--- src/common/i2csf_pkg.sv ---
package i2csf_pkg;
  // Register offsets (byte addresses)
  localparam logic [7:0] OFS_CONTROL = 8'h00;
  localparam logic [7:0] OFS_TRANSFER = 8'h04;
  localparam logic [7:0] OFS_STATUS = 8'h18;
  localparam logic [7:0] OFS_CLEAR = 8'h1C;
  localparam logic [7:0] OFS_RX_BYTE = 8'h24;
  localparam logic [7:0] OFS_TX_BYTE = 8'h28;
  // Control register fields
  localparam int CTL_ENABLE = 0;
  localparam int CTL_STRETCH_DIS = 1;
  localparam int CTL_SLAVE_BYTE = 2;
  localparam int CTL_HOST_ADDR = 3;
  localparam int CTL_ALERT_EN = 4;
  localparam logic [4:0] CTL_RESET = 5'h00;
  // Transfer control register fields
  localparam int XFR_START = 13;
  localparam int XFR_STOP = 14;
  localparam int XFR_COUNT_LSB = 16;
  localparam int XFR_RELOAD = 24;
  localparam int XFR_AUTO_END = 25;
  localparam logic [7:0] COUNT_RESET = 8'h00;
  // Status register fields, shared by the clear register
  localparam int ST_TX_EMPTY = 0;
  localparam int ST_TX_REQ = 1;
  localparam int ST_RX_FULL = 2;
  localparam int ST_ADDR_HIT = 3;
  localparam int ST_NACK = 4;
  localparam int ST_STOP = 5;
  localparam int ST_DONE = 6;
  localparam int ST_RELOAD = 7;
  localparam int ST_BUS_ERR = 8;
  localparam int ST_ARB_LOST = 9;
  localparam int ST_OVR = 10;
  localparam int ST_PEC_ERR = 11;
  localparam int ST_TIMEOUT = 12;
  localparam int ST_ALERT = 13;
  localparam int ST_BUSY = 15;
  localparam logic [31:0] STATUS_RESET = 32'h0000_0001;
  localparam logic [7:0] TX_BYTE_RESET = 8'h00;
  localparam logic [7:0] RX_BYTE_RESET = 8'h00;
endpackage : i2csf_pkg

--- src/design/i2csf_status_flags.sv ---
`timescale 1ns/1ps
`default_nettype none
module i2csf_status_flags #(
  parameter bit SMBUS_SUPPORT = 1'b1,
  parameter int COUNT_W = 8
) (
  input wire logic clk_i,
  input wire logic sys_rst_i,
  // Register port
  input wire logic [7:0] addr_i,
  input wire logic [31:0] wdata_i,
  input wire logic wr_i,
  input wire logic rd_i,
  output logic [31:0] rdata_o,
  // Bus pins, asynchronous to clk_i
  input wire logic scl_i,
  input wire logic sda_i,
  input wire logic alert_n_i,
  // Events from the shift and protocol engine, same clock
  input wire logic master_mode_i,
  input wire logic tx_byte_taken_i,
  input wire logic rx_byte_valid_i,
  input wire logic [7:0] rx_byte_i,
  input wire logic addr_match_i,
  input wire logic nack_rx_i,
  input wire logic byte_done_i,
  input wire logic byte_in_progress_i,
  input wire logic arb_lost_i,
  input wire logic overrun_i,
  input wire logic pec_mismatch_i,
  input wire logic idle_timeout_i,
  input wire logic ext_timeout_i,
  input wire logic start_sent_i,
  input wire logic stop_sent_i,
  // Control towards the engine
  output logic peripheral_enable_o,
  output logic stretch_disable_o,
  output logic start_req_o,
  output logic stop_req_o,
  output logic [COUNT_W-1:0] byte_count_o,
  output logic [7:0] tx_byte_o,
  output logic tx_byte_valid_o,
  output logic pec_nack_o
);

  // Control registers
  logic [4:0] control_reg;
  logic start_req_reg;
  logic stop_req_reg;
  logic [COUNT_W-1:0] byte_count_reg;
  logic count_reload_enable_reg;
  logic auto_end_select_reg;
  logic [COUNT_W-1:0] bytes_moved_reg;
  logic [7:0] tx_byte_reg;
  logic [7:0] rx_byte_reg;
  logic [31:0] rdata_reg;
  logic pec_nack_reg;
  logic enabled_once_reg;
  logic enable_prev_reg;
  logic tx_byte_valid_reg;

  // Status flags
  logic tx_buffer_empty_reg;
  logic tx_request_event_reg;
  logic rx_buffer_full_reg;
  logic own_address_hit_reg;
  logic not_ack_seen_reg;
  logic stop_seen_reg;
  logic transfer_done_reg;
  logic reload_done_reg;
  logic misplaced_condition_error_reg;
  logic arbitration_lost_reg;
  logic overrun_underrun_reg;
  logic packet_code_error_reg;
  logic clock_timeout_error_reg;
  logic alert_seen_reg;
  logic bus_busy_reg;
  logic took_part_reg;
  logic stop_clear_ok_reg;

  // Pin synchronisers
  logic scl_meta_reg;
  logic scl_sync_reg;
  logic sda_meta_reg;
  logic sda_sync_reg;
  logic sda_prev_reg;
  logic alert_meta_reg;
  logic alert_sync_reg;
  logic alert_prev_reg;

  // Decode
  wire peripheral_enable = control_reg[i2csf_pkg::CTL_ENABLE];
  wire stretch_disable = control_reg[i2csf_pkg::CTL_STRETCH_DIS];
  wire slave_byte_control = control_reg[i2csf_pkg::CTL_SLAVE_BYTE];
  wire host_address_enable = control_reg[i2csf_pkg::CTL_HOST_ADDR];
  wire alert_enable = control_reg[i2csf_pkg::CTL_ALERT_EN];
  wire wr_control = wr_i && (addr_i == i2csf_pkg::OFS_CONTROL);
  wire wr_transfer = wr_i && (addr_i == i2csf_pkg::OFS_TRANSFER);
  wire wr_status = wr_i && (addr_i == i2csf_pkg::OFS_STATUS);
  wire wr_clear = wr_i && (addr_i == i2csf_pkg::OFS_CLEAR);
  wire wr_tx_byte = wr_i && (addr_i == i2csf_pkg::OFS_TX_BYTE);
  wire rd_rx_byte = rd_i && (addr_i == i2csf_pkg::OFS_RX_BYTE);
  wire [COUNT_W-1:0] new_count = wdata_i[i2csf_pkg::XFR_COUNT_LSB +: COUNT_W];
  wire count_written_nonzero = wr_transfer && (new_count != '0);
  wire clr_addr_hit = wr_clear && wdata_i[i2csf_pkg::ST_ADDR_HIT];
  wire clr_nack = wr_clear && wdata_i[i2csf_pkg::ST_NACK];
  wire clr_stop = wr_clear && wdata_i[i2csf_pkg::ST_STOP];
  wire clr_bus_err = wr_clear && wdata_i[i2csf_pkg::ST_BUS_ERR];
  wire clr_arb = wr_clear && wdata_i[i2csf_pkg::ST_ARB_LOST];
  wire clr_ovr = wr_clear && wdata_i[i2csf_pkg::ST_OVR];
  wire clr_pec = wr_clear && wdata_i[i2csf_pkg::ST_PEC_ERR];
  wire clr_timeout = wr_clear && wdata_i[i2csf_pkg::ST_TIMEOUT];
  wire clr_alert = wr_clear && wdata_i[i2csf_pkg::ST_ALERT];

  // Bus condition detection on synchronised pins
  wire start_det = scl_sync_reg && sda_prev_reg && !sda_sync_reg;
  wire stop_det = scl_sync_reg && !sda_prev_reg && sda_sync_reg;
  wire alert_fall = alert_prev_reg && !alert_sync_reg;

  // Transmit byte handling
  wire tx_flush = wr_status && wdata_i[i2csf_pkg::ST_TX_EMPTY];
  // Byte register only loads while empty, so a write and a take never collide
  wire tx_load = wr_tx_byte && tx_buffer_empty_reg;
  // Every enable edge starts empty, since disable has already wiped the byte
  wire enable_rises = peripheral_enable && !enable_prev_reg;
  wire tx_empty_set = tx_byte_taken_i || tx_flush || enable_rises;
  wire tx_req_soft = wr_status && wdata_i[i2csf_pkg::ST_TX_REQ] && stretch_disable;

  // Byte counting
  wire [COUNT_W-1:0] bytes_inc = bytes_moved_reg + {{(COUNT_W-1){1'b0}}, 1'b1};
  wire count_hit = byte_done_i && (byte_count_reg != '0) && (bytes_inc == byte_count_reg);
  wire reload_allowed = master_mode_i || slave_byte_control;
  wire done_set = count_hit && !count_reload_enable_reg && !auto_end_select_reg;
  wire reload_set = count_hit && count_reload_enable_reg && reload_allowed;
  wire req_written = wr_transfer && (wdata_i[i2csf_pkg::XFR_START] || wdata_i[i2csf_pkg::XFR_STOP]);
  wire start_set = wr_transfer && wdata_i[i2csf_pkg::XFR_START];
  wire stop_set = wr_transfer && wdata_i[i2csf_pkg::XFR_STOP];

  // Event qualification
  wire addr_hit_set = addr_match_i;
  wire stop_set_flag = stop_det && (took_part_reg || master_mode_i || addr_match_i);
  wire stop_clear_eff = clr_stop && stop_clear_ok_reg;
  wire bus_err_set = (start_det || stop_det) && byte_in_progress_i;
  wire ovr_set = overrun_i && !master_mode_i && stretch_disable;
  wire pec_set = SMBUS_SUPPORT && pec_mismatch_i;
  wire timeout_set = SMBUS_SUPPORT && (idle_timeout_i || ext_timeout_i);
  wire alert_set = SMBUS_SUPPORT && host_address_enable && alert_enable && alert_fall;

  // Sticky flag: set wins over clear, disable wipes it
  function automatic logic sticky(input logic q, input logic set, input logic clr,
                                  input logic en);
    sticky = en && (set || (q && !clr));
  endfunction

  wire tx_empty_next = peripheral_enable ? (tx_empty_set || (tx_buffer_empty_reg && !tx_load))
                                         : (tx_buffer_empty_reg && !enabled_once_reg);
  wire tx_empty_rises = tx_empty_set && !tx_buffer_empty_reg;
  wire tx_req_next = sticky(tx_request_event_reg, tx_empty_rises || tx_req_soft, tx_load,
                            peripheral_enable);
  wire rx_full_next = sticky(rx_buffer_full_reg, rx_byte_valid_i, rd_rx_byte,
                             peripheral_enable);

  // Read mux
  wire [31:0] status_view = {16'h0000, bus_busy_reg, 1'b0, alert_seen_reg,
                             clock_timeout_error_reg, packet_code_error_reg,
                             overrun_underrun_reg, arbitration_lost_reg,
                             misplaced_condition_error_reg, reload_done_reg,
                             transfer_done_reg, stop_seen_reg, not_ack_seen_reg,
                             own_address_hit_reg, rx_buffer_full_reg,
                             tx_request_event_reg, tx_buffer_empty_reg};
  // Count field is eight bits; a wider counter would show only its low byte
  wire [7:0] count_view = 8'(byte_count_reg);
  wire [31:0] transfer_view = {6'h00, auto_end_select_reg, count_reload_enable_reg,
                               count_view, 1'b0, stop_req_reg, start_req_reg, 13'h0000};
  wire [31:0] read_mux =
    (addr_i == i2csf_pkg::OFS_STATUS) ? status_view :
    (addr_i == i2csf_pkg::OFS_CONTROL) ? {27'h0000000, control_reg} :
    (addr_i == i2csf_pkg::OFS_TRANSFER) ? transfer_view :
    (addr_i == i2csf_pkg::OFS_RX_BYTE) ? {24'h000000, rx_byte_reg} :
    (addr_i == i2csf_pkg::OFS_TX_BYTE) ? {24'h000000, tx_byte_reg} :
    32'h0000_0000;

  // Pin synchronisers; first stage feeds only the second
  always_ff @(posedge clk_i or posedge sys_rst_i) begin
    if (sys_rst_i) begin
      scl_meta_reg <= 1'b1;
      scl_sync_reg <= 1'b1;
      sda_meta_reg <= 1'b1;
      sda_sync_reg <= 1'b1;
      sda_prev_reg <= 1'b1;
      alert_meta_reg <= 1'b1;
      alert_sync_reg <= 1'b1;
      alert_prev_reg <= 1'b1;
    end else begin
      scl_meta_reg <= scl_i;
      scl_sync_reg <= scl_meta_reg;
      sda_meta_reg <= sda_i;
      sda_sync_reg <= sda_meta_reg;
      sda_prev_reg <= sda_sync_reg;
      alert_meta_reg <= alert_n_i;
      alert_sync_reg <= alert_meta_reg;
      alert_prev_reg <= alert_sync_reg;
    end
  end

  // Control and transfer registers
  always_ff @(posedge clk_i or posedge sys_rst_i) begin
    if (sys_rst_i) begin
      control_reg <= i2csf_pkg::CTL_RESET;
      byte_count_reg <= COUNT_W'(i2csf_pkg::COUNT_RESET);
      count_reload_enable_reg <= 1'b0;
      auto_end_select_reg <= 1'b0;
      start_req_reg <= 1'b0;
      stop_req_reg <= 1'b0;
      enabled_once_reg <= 1'b0;
      enable_prev_reg <= 1'b0;
    end else begin
      if (wr_control) begin
        control_reg <= wdata_i[4:0];
      end
      if (wr_transfer) begin
        byte_count_reg <= new_count;
        count_reload_enable_reg <= wdata_i[i2csf_pkg::XFR_RELOAD];
        auto_end_select_reg <= wdata_i[i2csf_pkg::XFR_AUTO_END];
      end
      // Software set wins over the engine taking the request
      start_req_reg <= peripheral_enable &&
                       (start_set || (start_req_reg && !start_sent_i && !clr_addr_hit));
      stop_req_reg <= peripheral_enable && (stop_set || (stop_req_reg && !stop_sent_i));
      if (peripheral_enable) begin
        enabled_once_reg <= 1'b1;
      end
      enable_prev_reg <= peripheral_enable;
    end
  end

  // Data bytes, byte counter and read port
  always_ff @(posedge clk_i or posedge sys_rst_i) begin
    if (sys_rst_i) begin
      tx_byte_reg <= i2csf_pkg::TX_BYTE_RESET;
      rx_byte_reg <= i2csf_pkg::RX_BYTE_RESET;
      bytes_moved_reg <= '0;
      rdata_reg <= 32'h0000_0000;
      pec_nack_reg <= 1'b0;
    end else begin
      if (tx_flush || !peripheral_enable) begin
        tx_byte_reg <= i2csf_pkg::TX_BYTE_RESET;
      end else if (tx_load) begin
        tx_byte_reg <= wdata_i[7:0];
      end
      if (rx_byte_valid_i) begin
        rx_byte_reg <= rx_byte_i;
      end
      // Counter restarts on a new request or reload so the hit lands on the last byte
      if (req_written || count_written_nonzero || !peripheral_enable) begin
        bytes_moved_reg <= '0;
      end else if (count_hit) begin
        bytes_moved_reg <= '0;
      end else if (byte_done_i) begin
        bytes_moved_reg <= bytes_inc;
      end
      rdata_reg <= rd_i ? read_mux : 32'h0000_0000;
      pec_nack_reg <= pec_set && peripheral_enable;
    end
  end

  // Status flags
  always_ff @(posedge clk_i or posedge sys_rst_i) begin
    if (sys_rst_i) begin
      tx_buffer_empty_reg <= i2csf_pkg::STATUS_RESET[i2csf_pkg::ST_TX_EMPTY];
      tx_byte_valid_reg <= 1'b0;
      tx_request_event_reg <= i2csf_pkg::STATUS_RESET[i2csf_pkg::ST_TX_REQ];
      rx_buffer_full_reg <= i2csf_pkg::STATUS_RESET[i2csf_pkg::ST_RX_FULL];
      own_address_hit_reg <= i2csf_pkg::STATUS_RESET[i2csf_pkg::ST_ADDR_HIT];
      not_ack_seen_reg <= i2csf_pkg::STATUS_RESET[i2csf_pkg::ST_NACK];
      stop_seen_reg <= i2csf_pkg::STATUS_RESET[i2csf_pkg::ST_STOP];
      transfer_done_reg <= i2csf_pkg::STATUS_RESET[i2csf_pkg::ST_DONE];
      reload_done_reg <= i2csf_pkg::STATUS_RESET[i2csf_pkg::ST_RELOAD];
      misplaced_condition_error_reg <= i2csf_pkg::STATUS_RESET[i2csf_pkg::ST_BUS_ERR];
      arbitration_lost_reg <= i2csf_pkg::STATUS_RESET[i2csf_pkg::ST_ARB_LOST];
      overrun_underrun_reg <= i2csf_pkg::STATUS_RESET[i2csf_pkg::ST_OVR];
      packet_code_error_reg <= i2csf_pkg::STATUS_RESET[i2csf_pkg::ST_PEC_ERR];
      clock_timeout_error_reg <= i2csf_pkg::STATUS_RESET[i2csf_pkg::ST_TIMEOUT];
      alert_seen_reg <= i2csf_pkg::STATUS_RESET[i2csf_pkg::ST_ALERT];
      bus_busy_reg <= i2csf_pkg::STATUS_RESET[i2csf_pkg::ST_BUSY];
      took_part_reg <= 1'b0;
      stop_clear_ok_reg <= 1'b0;
    end else begin
      tx_buffer_empty_reg <= tx_empty_next;
      // Own flop keeps the valid output registered rather than behind an inverter
      tx_byte_valid_reg <= !tx_empty_next;
      tx_request_event_reg <= tx_req_next;
      rx_buffer_full_reg <= rx_full_next;
      own_address_hit_reg <= sticky(own_address_hit_reg, addr_hit_set, clr_addr_hit,
                                    peripheral_enable);
      not_ack_seen_reg <= sticky(not_ack_seen_reg, nack_rx_i, clr_nack,
                                 peripheral_enable);
      stop_seen_reg <= sticky(stop_seen_reg, stop_set_flag, stop_clear_eff,
                              peripheral_enable);
      transfer_done_reg <= sticky(transfer_done_reg, done_set, req_written,
                                  peripheral_enable);
      reload_done_reg <= sticky(reload_done_reg, reload_set, count_written_nonzero,
                                peripheral_enable);
      misplaced_condition_error_reg <= sticky(misplaced_condition_error_reg, bus_err_set,
                                              clr_bus_err, peripheral_enable);
      arbitration_lost_reg <= sticky(arbitration_lost_reg, arb_lost_i, clr_arb,
                                     peripheral_enable);
      overrun_underrun_reg <= sticky(overrun_underrun_reg, ovr_set, clr_ovr,
                                     peripheral_enable);
      packet_code_error_reg <= SMBUS_SUPPORT &&
                               sticky(packet_code_error_reg, pec_set, clr_pec,
                                      peripheral_enable);
      clock_timeout_error_reg <= SMBUS_SUPPORT &&
                                 sticky(clock_timeout_error_reg, timeout_set, clr_timeout,
                                        peripheral_enable);
      alert_seen_reg <= SMBUS_SUPPORT &&
                        sticky(alert_seen_reg, alert_set, clr_alert,
                               peripheral_enable);
      // A stop clears busy; a start in the same cycle cannot happen on one edge of sda
      bus_busy_reg <= peripheral_enable &&
                      (start_det || (bus_busy_reg && !stop_det));
      // Participation lasts from our first involvement to the closing stop
      took_part_reg <= peripheral_enable && !stop_det &&
                       (took_part_reg || master_mode_i || addr_match_i);
      // Clear permission is kept past the stop, until the next transfer begins
      if (!peripheral_enable) begin
        stop_clear_ok_reg <= 1'b0;
      end else if ((stop_det && master_mode_i) || addr_match_i) begin
        stop_clear_ok_reg <= 1'b1;
      end else if (start_det && !bus_busy_reg) begin
        stop_clear_ok_reg <= 1'b0;
      end
    end
  end

  // Outputs straight from flip-flops
  assign rdata_o = rdata_reg;
  assign peripheral_enable_o = control_reg[i2csf_pkg::CTL_ENABLE];
  assign stretch_disable_o = control_reg[i2csf_pkg::CTL_STRETCH_DIS];
  assign start_req_o = start_req_reg;
  assign stop_req_o = stop_req_reg;
  assign byte_count_o = byte_count_reg;
  assign tx_byte_o = tx_byte_reg;
  assign tx_byte_valid_o = tx_byte_valid_reg;
  assign pec_nack_o = pec_nack_reg;

endmodule // i2csf_status_flags
`default_nettype wire

--- config.mk ---
export PLATFORM = sky130hd
export DESIGN_NAME = i2csf_status_flags
export DESIGN_NICKNAME = d
export VERILOG_FILES = /design/src/common/i2csf_pkg.sv /design/src/design/i2csf_status_flags.sv
export SDC_FILE = /design/constraint.sdc
export NUM_CORES = 1
export LEC_CHECK = 0
export BUFFER_PORTS_ARGS = -buffer_cell sky130_fd_sc_hd__buf_2
export CORE_AREA = 8 8 97 99
export CTS_CLUSTER_DIAMETER = 60
export DETAILED_ROUTE_END_ITERATION = 10
export DIE_AREA = 0 0 105 107
export PLACE_DENSITY = 0.83
export SYNTH_ARGS = -nofsm -noshare
export SYNTH_HDL_FRONTEND = slang
export SYNTH_SLANG_ARGS = --single-unit
--- constraint.sdc ---
create_clock -name clk_i -period 6.95 [get_ports clk_i]
set_input_delay 1.39 -clock clk_i [delete_from_list [all_inputs] [get_ports clk_i]]
set_output_delay 1.39 -clock clk_i [all_outputs]
set_load 0.01 [all_outputs]
# Word-level counts from Yosys, hierarchy flattened
# Index checks and enable logic that the tools add are counted.
[word_totals]
regBits = 96
latchBits = 0
mem_bits_rw = 0
romBits = 0
in_bits = 69
output_inout_bits = 54
wordCells = 208
mem_count = 0
[classes]
n_addsub = 1
n_mul = 0
n_div = 0
n_lt_le_gt_ge = 0
eq_ne = 7
shifts = 0
mux = 15
bitwise_logic = 0
n_reduce_logical = 146
[op_table]
columns = ["op", "n"]
rows = [
  ["$mux 26", 4],
  ["$logic_and 1x1->1", 83],
  ["$mux 8", 7],
  ["$logic_or 1x1->1", 30],
  ["$logic_not 1->1", 28],
  ["$eq 8x5->1 const B", 2],
  ["$eq 8x6->1 const B", 2],
  ["$reduce_bool 8->1", 2],
  ["$add 8x1->8 const B", 1],
  ["$eq 8x3->1 const B", 1],
  ["$eq 8x8->1", 1],
  ["$logic_not 8->1", 1],
  ["$mux 1", 4],
  ["$ne 3x1->1 const B", 1],
  ["$reduce_bool 3->1", 1],
  ["$reduce_bool 2->1", 1],
]

# Longest topological paths before layout
# Gate-level depths: netlist of the first run.
[logic_depth]
word_depth = 9
mapped_depth = 7
depth_no_buf = 6

# Worst setup path before layout of the first run
# Ideal clock, no wire load.
[synth_path]
kind = "input port to flip-flop"
from = "input addr_i[7]"
to = "register tx_request_event_reg"
setup_time_ps = 127
arrival_time_ps = 2818
required_time_ps = 6823
slack_ps = 4006
stages = 6
path_buffers = 1
path_cell_list = "or4_4 nor4b_1 buf_2 nand3_2 nand2_1 a31oi_1"
[synth_between]
elab_chain_cells = 9
word_cells_on_any_way = 16
classes_between = "2 x eq/ne; 14 x reduce/logical"
[synth_lines]
columns = ["item", "line", "rtl"]
rows = [
  ["start: declaration", "i2csf_status_flags.sv:10", "input wire logic [7:0] addr_i,"],
  ["$eq 8x5->1", "i2csf_status_flags.sv:99", "wire wr_status = wr_i && (addr_i == i2csf_pkg::OFS_STATUS);"],
  ["$logic_and 1x1->1", "i2csf_status_flags.sv:99", ""],
  ["$logic_and 1x1->1", "i2csf_status_flags.sv:121", "wire tx_flush = wr_status && wdata_i[i2csf_pkg::ST_TX_EMPTY];"],
  ["$logic_or 1x1->1 (2 in series)", "i2csf_status_flags.sv:126", "wire tx_empty_set = tx_byte_taken_i || tx_flush || enable_rises;"],
  ["$logic_and 1x1->1", "i2csf_status_flags.sv:157", "wire tx_empty_rises = tx_empty_set && !tx_buffer_empty_reg;"],
  ["$logic_or 1x1->1", "i2csf_status_flags.sv:158", "wire tx_req_next = sticky(tx_request_event_reg, tx_empty_rises || tx_req_soft, tx_load,"],
  ["$logic_or 1x1->1 *", "i2csf_status_flags.sv:152", "sticky = en && (set || (q && !clr));"],
  ["$logic_and 1x1->1 *", "i2csf_status_flags.sv:152", ""],
  ["via tx_req_next", "i2csf_status_flags.sv:158", ""],
  ["end signal: assignment", "i2csf_status_flags.sv:272", "tx_request_event_reg <= i2csf_pkg::STATUS_RESET[i2csf_pkg::ST_TX_REQ];"],
  ["end signal: assignment", "i2csf_status_flags.sv:292", "tx_request_event_reg <= tx_req_next;"],
  ["end: declaration", "i2csf_status_flags.sv:64", "logic tx_request_event_reg;"],
]
# The timed path passes the listed nets; every way through them passes the cells marked *.
# A chain may end at the register's enable or synchronous reset.

# Final worst setup path of the first run
# Same ends and word-level chain as after synthesis.

==> results of run 1 <==
how the worst min path moves through the flow:
stage                          endpoint  slack (ns)  cells past startpoint
2_1_floorplan  alert_sync_reg$_DFF_PP1_        0.35                      0
3_3_place_gp   alert_sync_reg$_DFF_PP1_        0.35                      0
3_5_place_dp     sda_sync_reg$_DFF_PP1_        0.35                      0
4_1_cts          sda_sync_reg$_DFF_PP1_        0.36                      0
5_1_grt          scl_sync_reg$_DFF_PP1_        0.37                      0
6_report         sda_sync_reg$_DFF_PP1_        0.36                      0
kinds of logic after synthesis:
logic type	count (synthesis)	share of synthesized area, %
flops	96	56.39
compound gates	67	11.05
other cells	1	0.08761
fa+ha+maj	1	0.2923
simple gates	180	21.25
mux	14	3.683
buf+inv	33	4.180
xor+xnor	15	3.069
cell type report:
| class | count | area share (%) |
|---|---|---|
| well taps | 105 | 2.606 |
| repair buffers | 111 | 11.12 |
| flip-flops and latches | 96 | 47.88 |
| clock inverters | 7 | 1.440 |
| inverters | 8 | 0.6453 |
| multi-input cells | 283 | 33.85 |
| clock buffers | 9 | 2.457 |
layer usage:
layer  wire length, um  GRT usage, %  part of all wire (%)  vias up
li1                  -             -                     -     1598
met1              4484         24.26                    41     1688
met2              5463         32.58                    50      122
met3               704         5.099                   6.5       24
met4               253         8.869                   2.3        0
met5                 0             0                     0        -
stage by stage:
| stage | worst slack, ns | power (W) |
|---|---|---|
| 2_1_floorplan | 3.070 | 0.0006474 |
| 3_3_place_gp | 3.396 | 0.0006813 |
| 3_5_place_dp | 3.304 | 0.0006856 |
| 4_1_cts | 3.678 | 0.001038 |
| 5_1_grt | 3.559 | 0.001073 |
| 6_report | 3.697 | 0.001035 |
Yosys cell counts (all sizes together) (5+ instances only):
library cell / instances
nand3: 12
and3: 10
mux2: 14
a21boi: 7
dfrtp: 87
a21oi: 21
a222oi: 5
nor4: 7
o21ai: 7
inv: 8
xnor2: 8
xor2: 7
nor2: 24
nand2: 86
clkbuf: 12
buf: 13
dfstp: 9
and2: 14
power by group:
part,switching (W),internal (W)
registers,0.0000143,0.000577
clock network,0.000218,0.000141
logic,0.0000496,0.0000338
worst max-delay path, cell delays in order:
cell and delay [ns]:
buf_2 0.11, or4_4 0.58, nor4_4 0.74, a31oi_1 0.21
or2_2 0.32, a31oi_1 0.18
==> out/qor.txt, run 1 <==
Vias = 3432
total CTS buffers = 9
initial antenna violation count = 0
Synth cell types = 54
RD Place Congestion = 0.8752
Post-CTS Setup Inserts = 0
largest net degree at the start of global routing = 69
fillers = 638
Post-Synthesis Cells = 407
leading post-synthesis cells by cell area = dfrtp_1 (51%), nand2_1 (7.5%), dfstp_2 (5.5%), mux2_2 (3.7%), a21oi_1 (2.5%)
Slew Viols, Final = 0
Setup crit start kind = primary input
Total Negative Setup Slacks = 0 ns
crit path to = tx_request_event_reg$_DFF_PP0_
aggregate global routing overflow = 0
max FFs per register = 26
share of layout cells above drive strength 1 = 31.71%
Seq/Total Area, Yosys = 56.39%
area delta synth->final = 17.77%
Antenna Diode Count = 0
nets = 579
RSZ-0062 raised after global routing = no
vias per inst = 5.544
Max-Cap Viols = 0
FF-to-FF End = transfer_done_reg$_DFF_PP0_
remaining antenna violation count = 0
Netlist Area Pre-Place = 4280 um2
status = completed
DR pass1 iterations = 5
Core Util, Final = 63.59%
Reg2Reg Launch Point = bytes_moved_reg[2]$_DFFE_PP0P_
detailed placement HPWL = 8099 um
clock latency at the later pin of the worst-skew pair = 0.38 ns
Req. time, crit path = 7.24 ns
yosys warns = 0
Remaining DRCs = 0
Rows = 33
clock skew = 0.01563 ns
VDD IR max = 0.0001325 V
number of buffers added on ports = 109
post-route cell area = 5041 um2
CP Class = in -> reg
Bufs on Longest Clock Path = 2
Final min period = 3.253 ns
Synth top area share = 50.86%
# resized after CTS = 0
vias in the first global route = 3679
most frequent cells in the layout = buf_2 (109), dfrtp_1 (87), nand2_1 (86)
CTS root buf = clkbuf_8
CTS tree = built
r2r setup slk = 4.70 ns
most common cell after layout, fill and taps aside = buf_2
Power Dens Cells = 205.3 nW/um2
Die Width = 105 um
Starting DRT DRC Count = 194
Post-synth ARST share = 100.0%
Worst-Margin Slew = 0.8643 ns
most common flop cell mapped by yosys = dfrtp_1
Die Area = 11240 um2
Slew headroom = 41.95%
hold crit path type = reg -> reg
min-delay src = sda_meta_reg$_DFF_PP1_
Die Y-Extent = 107 um
Mapped Avg Cell Area = 10.52 um2
WP data arrival = 3.54 ns
leakage = 2.493 nW
Post-synth EDFFs = 0
Non-Filler Instances = 619
core outline area = 7928 um2
FF+latch count, synth = 96
Worst Path Max Fanout = 15
Post-CTS Hold Buffers = 0
GRT Util Overall = 19.84%
fmax = 0.3074 GHz
cell accounting for the most synthesized area = dfrtp_1
Hold Slack = 0.3602 ns
Placed Instances = 603
CTS clk-pin slew, worst paths = 0.10 ns
Ports = 123
starting density of the core = 53.99%
clk sinks = 96
Worst R2R Path Depth = 5
routed len/inst = 17.62 um
FF/Latch Area = 2414 um2
crit path from = addr_i[7]
# setup viols final = 0
global-route wire length before repair = 18240 um
final hold vios = 0
Critical Path Sink Type = flip-flop
area of the multi-input gates = 1707 um2
final WL = 10910 um
DP Area = 4845 um2
Final Cycle Share = 46.81%
CTS H-tree lvls = 3
No activity file was read; power rests on OpenSTA's default activity.
==> run 2, diff against run 1 <==
- CORE_AREA: 8 8 97 99 -> 8 8 100 102
- DIE_AREA: 0 0 105 107 -> 0 0 108 110
- PLACE_DENSITY: 0.83 -> 0.79
- clock period: 6.95 -> 3.1 ns (I/O delays scaled with it)
==> out/qor.txt, run 2 (synthesis gave the netlist of run 1 again) <==
status = completed
Bufs on Longest Clock Path = 2 (unchanged)
fmax = 0.4506 GHz
number of buffers added on ports = 109 (unchanged)
starting density of the core = 50.56% (-3.4 points)
Die Y-Extent = 110 um (+2.8%)
global-route wire length before repair = 17130 um (-6.1%)
share of power burned in registers = 58.2% (+1.0 points)
CTS H-tree lvls = 3 (unchanged)
Power Dens Cells = 448.9 nW/um2 (+120%)
Die Area = 11880 um2 (+5.7%)
Final Cycle Share = 71.59%
RD Place Congestion = 0.8813 (+0.70%)
Sw Share = 25.83% (-1.5 points)
crit path to = reload_done_reg$_DFF_PP0_
CTS root buf = clkbuf_8
Max-Cap Viols = 0 (unchanged)
crit path from = bytes_moved_reg[2]$_DFFE_PP0P_
hold crit path type = in -> reg
nets = 583 (+0.69%)
clock skew = 0.01402 ns (-0.001614 ns)
slowest CP cell = or4b_4
# setup viols final = 0 (unchanged)
CP top delay family = simple AND/OR/NAND/NOR gates
vias per inst = 5.455 (-1.6%)
Critical path buffers and inverters = 0 (-1)
detailed placement HPWL = 7992 um (-1.3%)
aggregate global routing overflow = 0 (unchanged)
wire length on met2 = 5458 um (about the same)
Psw = 0.0005884 W (+110%)
Setup crit start kind = flip-flop
final hold vios = 0 (unchanged)
final WL = 10810 um (-0.83%)
GRT Util Overall = 18.43% (-1.4 points)
Worst R2R Path Depth = 5 (unchanged)
most common cell after layout, fill and taps aside = buf_2
leakage = 2.510 nW (+0.66%)
Critical Path Sink Type = flip-flop
power share of the combinational group = 8.3% (+0.2 points)
r2r setup slk = 0.88 ns (-3.82 ns)
Vias = 3415 (-0.50%)
Slew Viols, Final = 0 (unchanged)
met3 WL post-DR = 797 um (+13%)
Starting DRT DRC Count = 222 (+14%)
max FFs per register = 26 (unchanged)
Total Negative Setup Slacks = 0 ns (unchanged)
WP depth = 5 (-1)
RSZ-0062 raised after global routing = no
Pwr Total = 0.002278 W (+120%)
Rows = 34 (+3.0%)
largest net degree at the start of global routing = 60 (-13%)
crit-path cells = and3_1 > a21boi_2 > or4b_4 > a211oi_4 > a31o_1
wl on met1 = 4237 um (-5.5%)
Antenna Diode Count = 0 (unchanged)
Worst-Margin Slew = 0.8325 ns (-0.03183 ns)
vias in the first global route = 3499 (-4.9%)
WP data arrival = 2.52 ns (-1.02 ns)
Remaining DRCs = 0 (unchanged)
Post-CTS Setup Inserts = 0 (unchanged)
Clock Power Share = 33.6% (-1.2 points)
share of layout cells above drive strength 1 = 32.24% (+0.53 points)
VDD IR max = 0.0002637 V (+99%)
initial antenna violation count = 0 (unchanged)
CP Class = reg -> reg
area delta synth->final = 18.53%
remaining antenna violation count = 0 (unchanged)
Die Width = 108 um (+2.9%)
DR pass1 iterations = 4 (-1)
total CTS buffers = 9 (unchanged)
Req. time, crit path = 3.40 ns (-3.84 ns)
Reg2Reg Launch Point = bytes_moved_reg[2]$_DFFE_PP0P_
CTS tree = built
core outline area = 8466 um2 (+6.8%)
most frequent cells in the layout = buf_2 (109), dfrtp_1 (87), nand2_1 (86)
CTS clk-pin slew, worst paths = 0.09 ns (about the same)
crit-path max cell delay = 0.56 ns (-0.18 ns)
clk sinks = 96 (unchanged)
Slew headroom = 44.39% (+2.4 points)
routed len/inst = 17.27 um (-1.9%)
FF-to-FF End = reload_done_reg$_DFF_PP0_
Final Worst Setup Slack = 0.8808 ns (-2.816 ns)
clock latency at the later pin of the worst-skew pair = 0.36 ns (-0.02 ns)
P_int = 0.001689 W (+120%)
Ports = 123 (unchanged)
top routing layer in use = met4
Worst Path Max Fanout = 9 (-6)
post-placement worst setup slack = 0.5476 ns (-2.757 ns)
Final min period = 2.219 ns
Post-CTS Hold Buffers = 0 (unchanged)
# resized after CTS = 0 (unchanged)
run 2: how the worst min path moves through the flow:
stage / from / endpoint / slack [ns] / cells past startpoint
2_1_floorplan: alert_meta_reg$_DFF_PP1_ / alert_sync_reg$_DFF_PP1_ / 0.35 / 0
3_3_place_gp: alert_meta_reg$_DFF_PP1_ / alert_sync_reg$_DFF_PP1_ / 0.35 / 0
5_1_grt: alert_n_i / alert_meta_reg$_DFF_PP1_ / 0.34 / 1
6_report: alert_n_i / alert_meta_reg$_DFF_PP1_ / 0.35 / 1
3_5_place_dp: sda_meta_reg$_DFF_PP1_ / sda_sync_reg$_DFF_PP1_ / 0.35 / 0
4_1_cts: alert_n_i / alert_meta_reg$_DFF_PP1_ / 0.34 / 1
run 2: per-layer routing:
layer	vias up	GRT usage (%)
met3	26	4.709
li1	1603	-
met5	-	0
met4	0	8.622
met2	128	30.17
met1	1658	22.48
run 2: area by class of cell:
cell class	instances	area (um2)
clock buffer	10	137.6
tap	108	135.1
fill	734	3392
sequential	96	2414
inverter	8	33.78
clock inverter	6	43.79
multi-input combinational	283	1707
timing repair buffer	115	603.1
run 2: stage by stage:
step	utilization, %	std cells	hold WS (ns)	area (um2)
after detailed placement	57.79	610	0.3468	4892
after CTS	59.93	626	0.3446	5074
after global routing	59.93	626	0.3379	5074
after floorplan	-	412	0.3452	4303
final	59.93	626	0.3467	5074
after global placement	57.79	610	0.3455	4892
run 2: power by group through the flow:
stage          Clock, W  Combinational (W)  Sequential, W
6_report       0.000764           0.000188        0.00132
3_5_place_dp          0           0.000190        0.00135
2_1_floorplan         0           0.000110        0.00134
3_3_place_gp          0           0.000182        0.00135
4_1_cts        0.000778           0.000191        0.00132
5_1_grt        0.000829           0.000212        0.00133
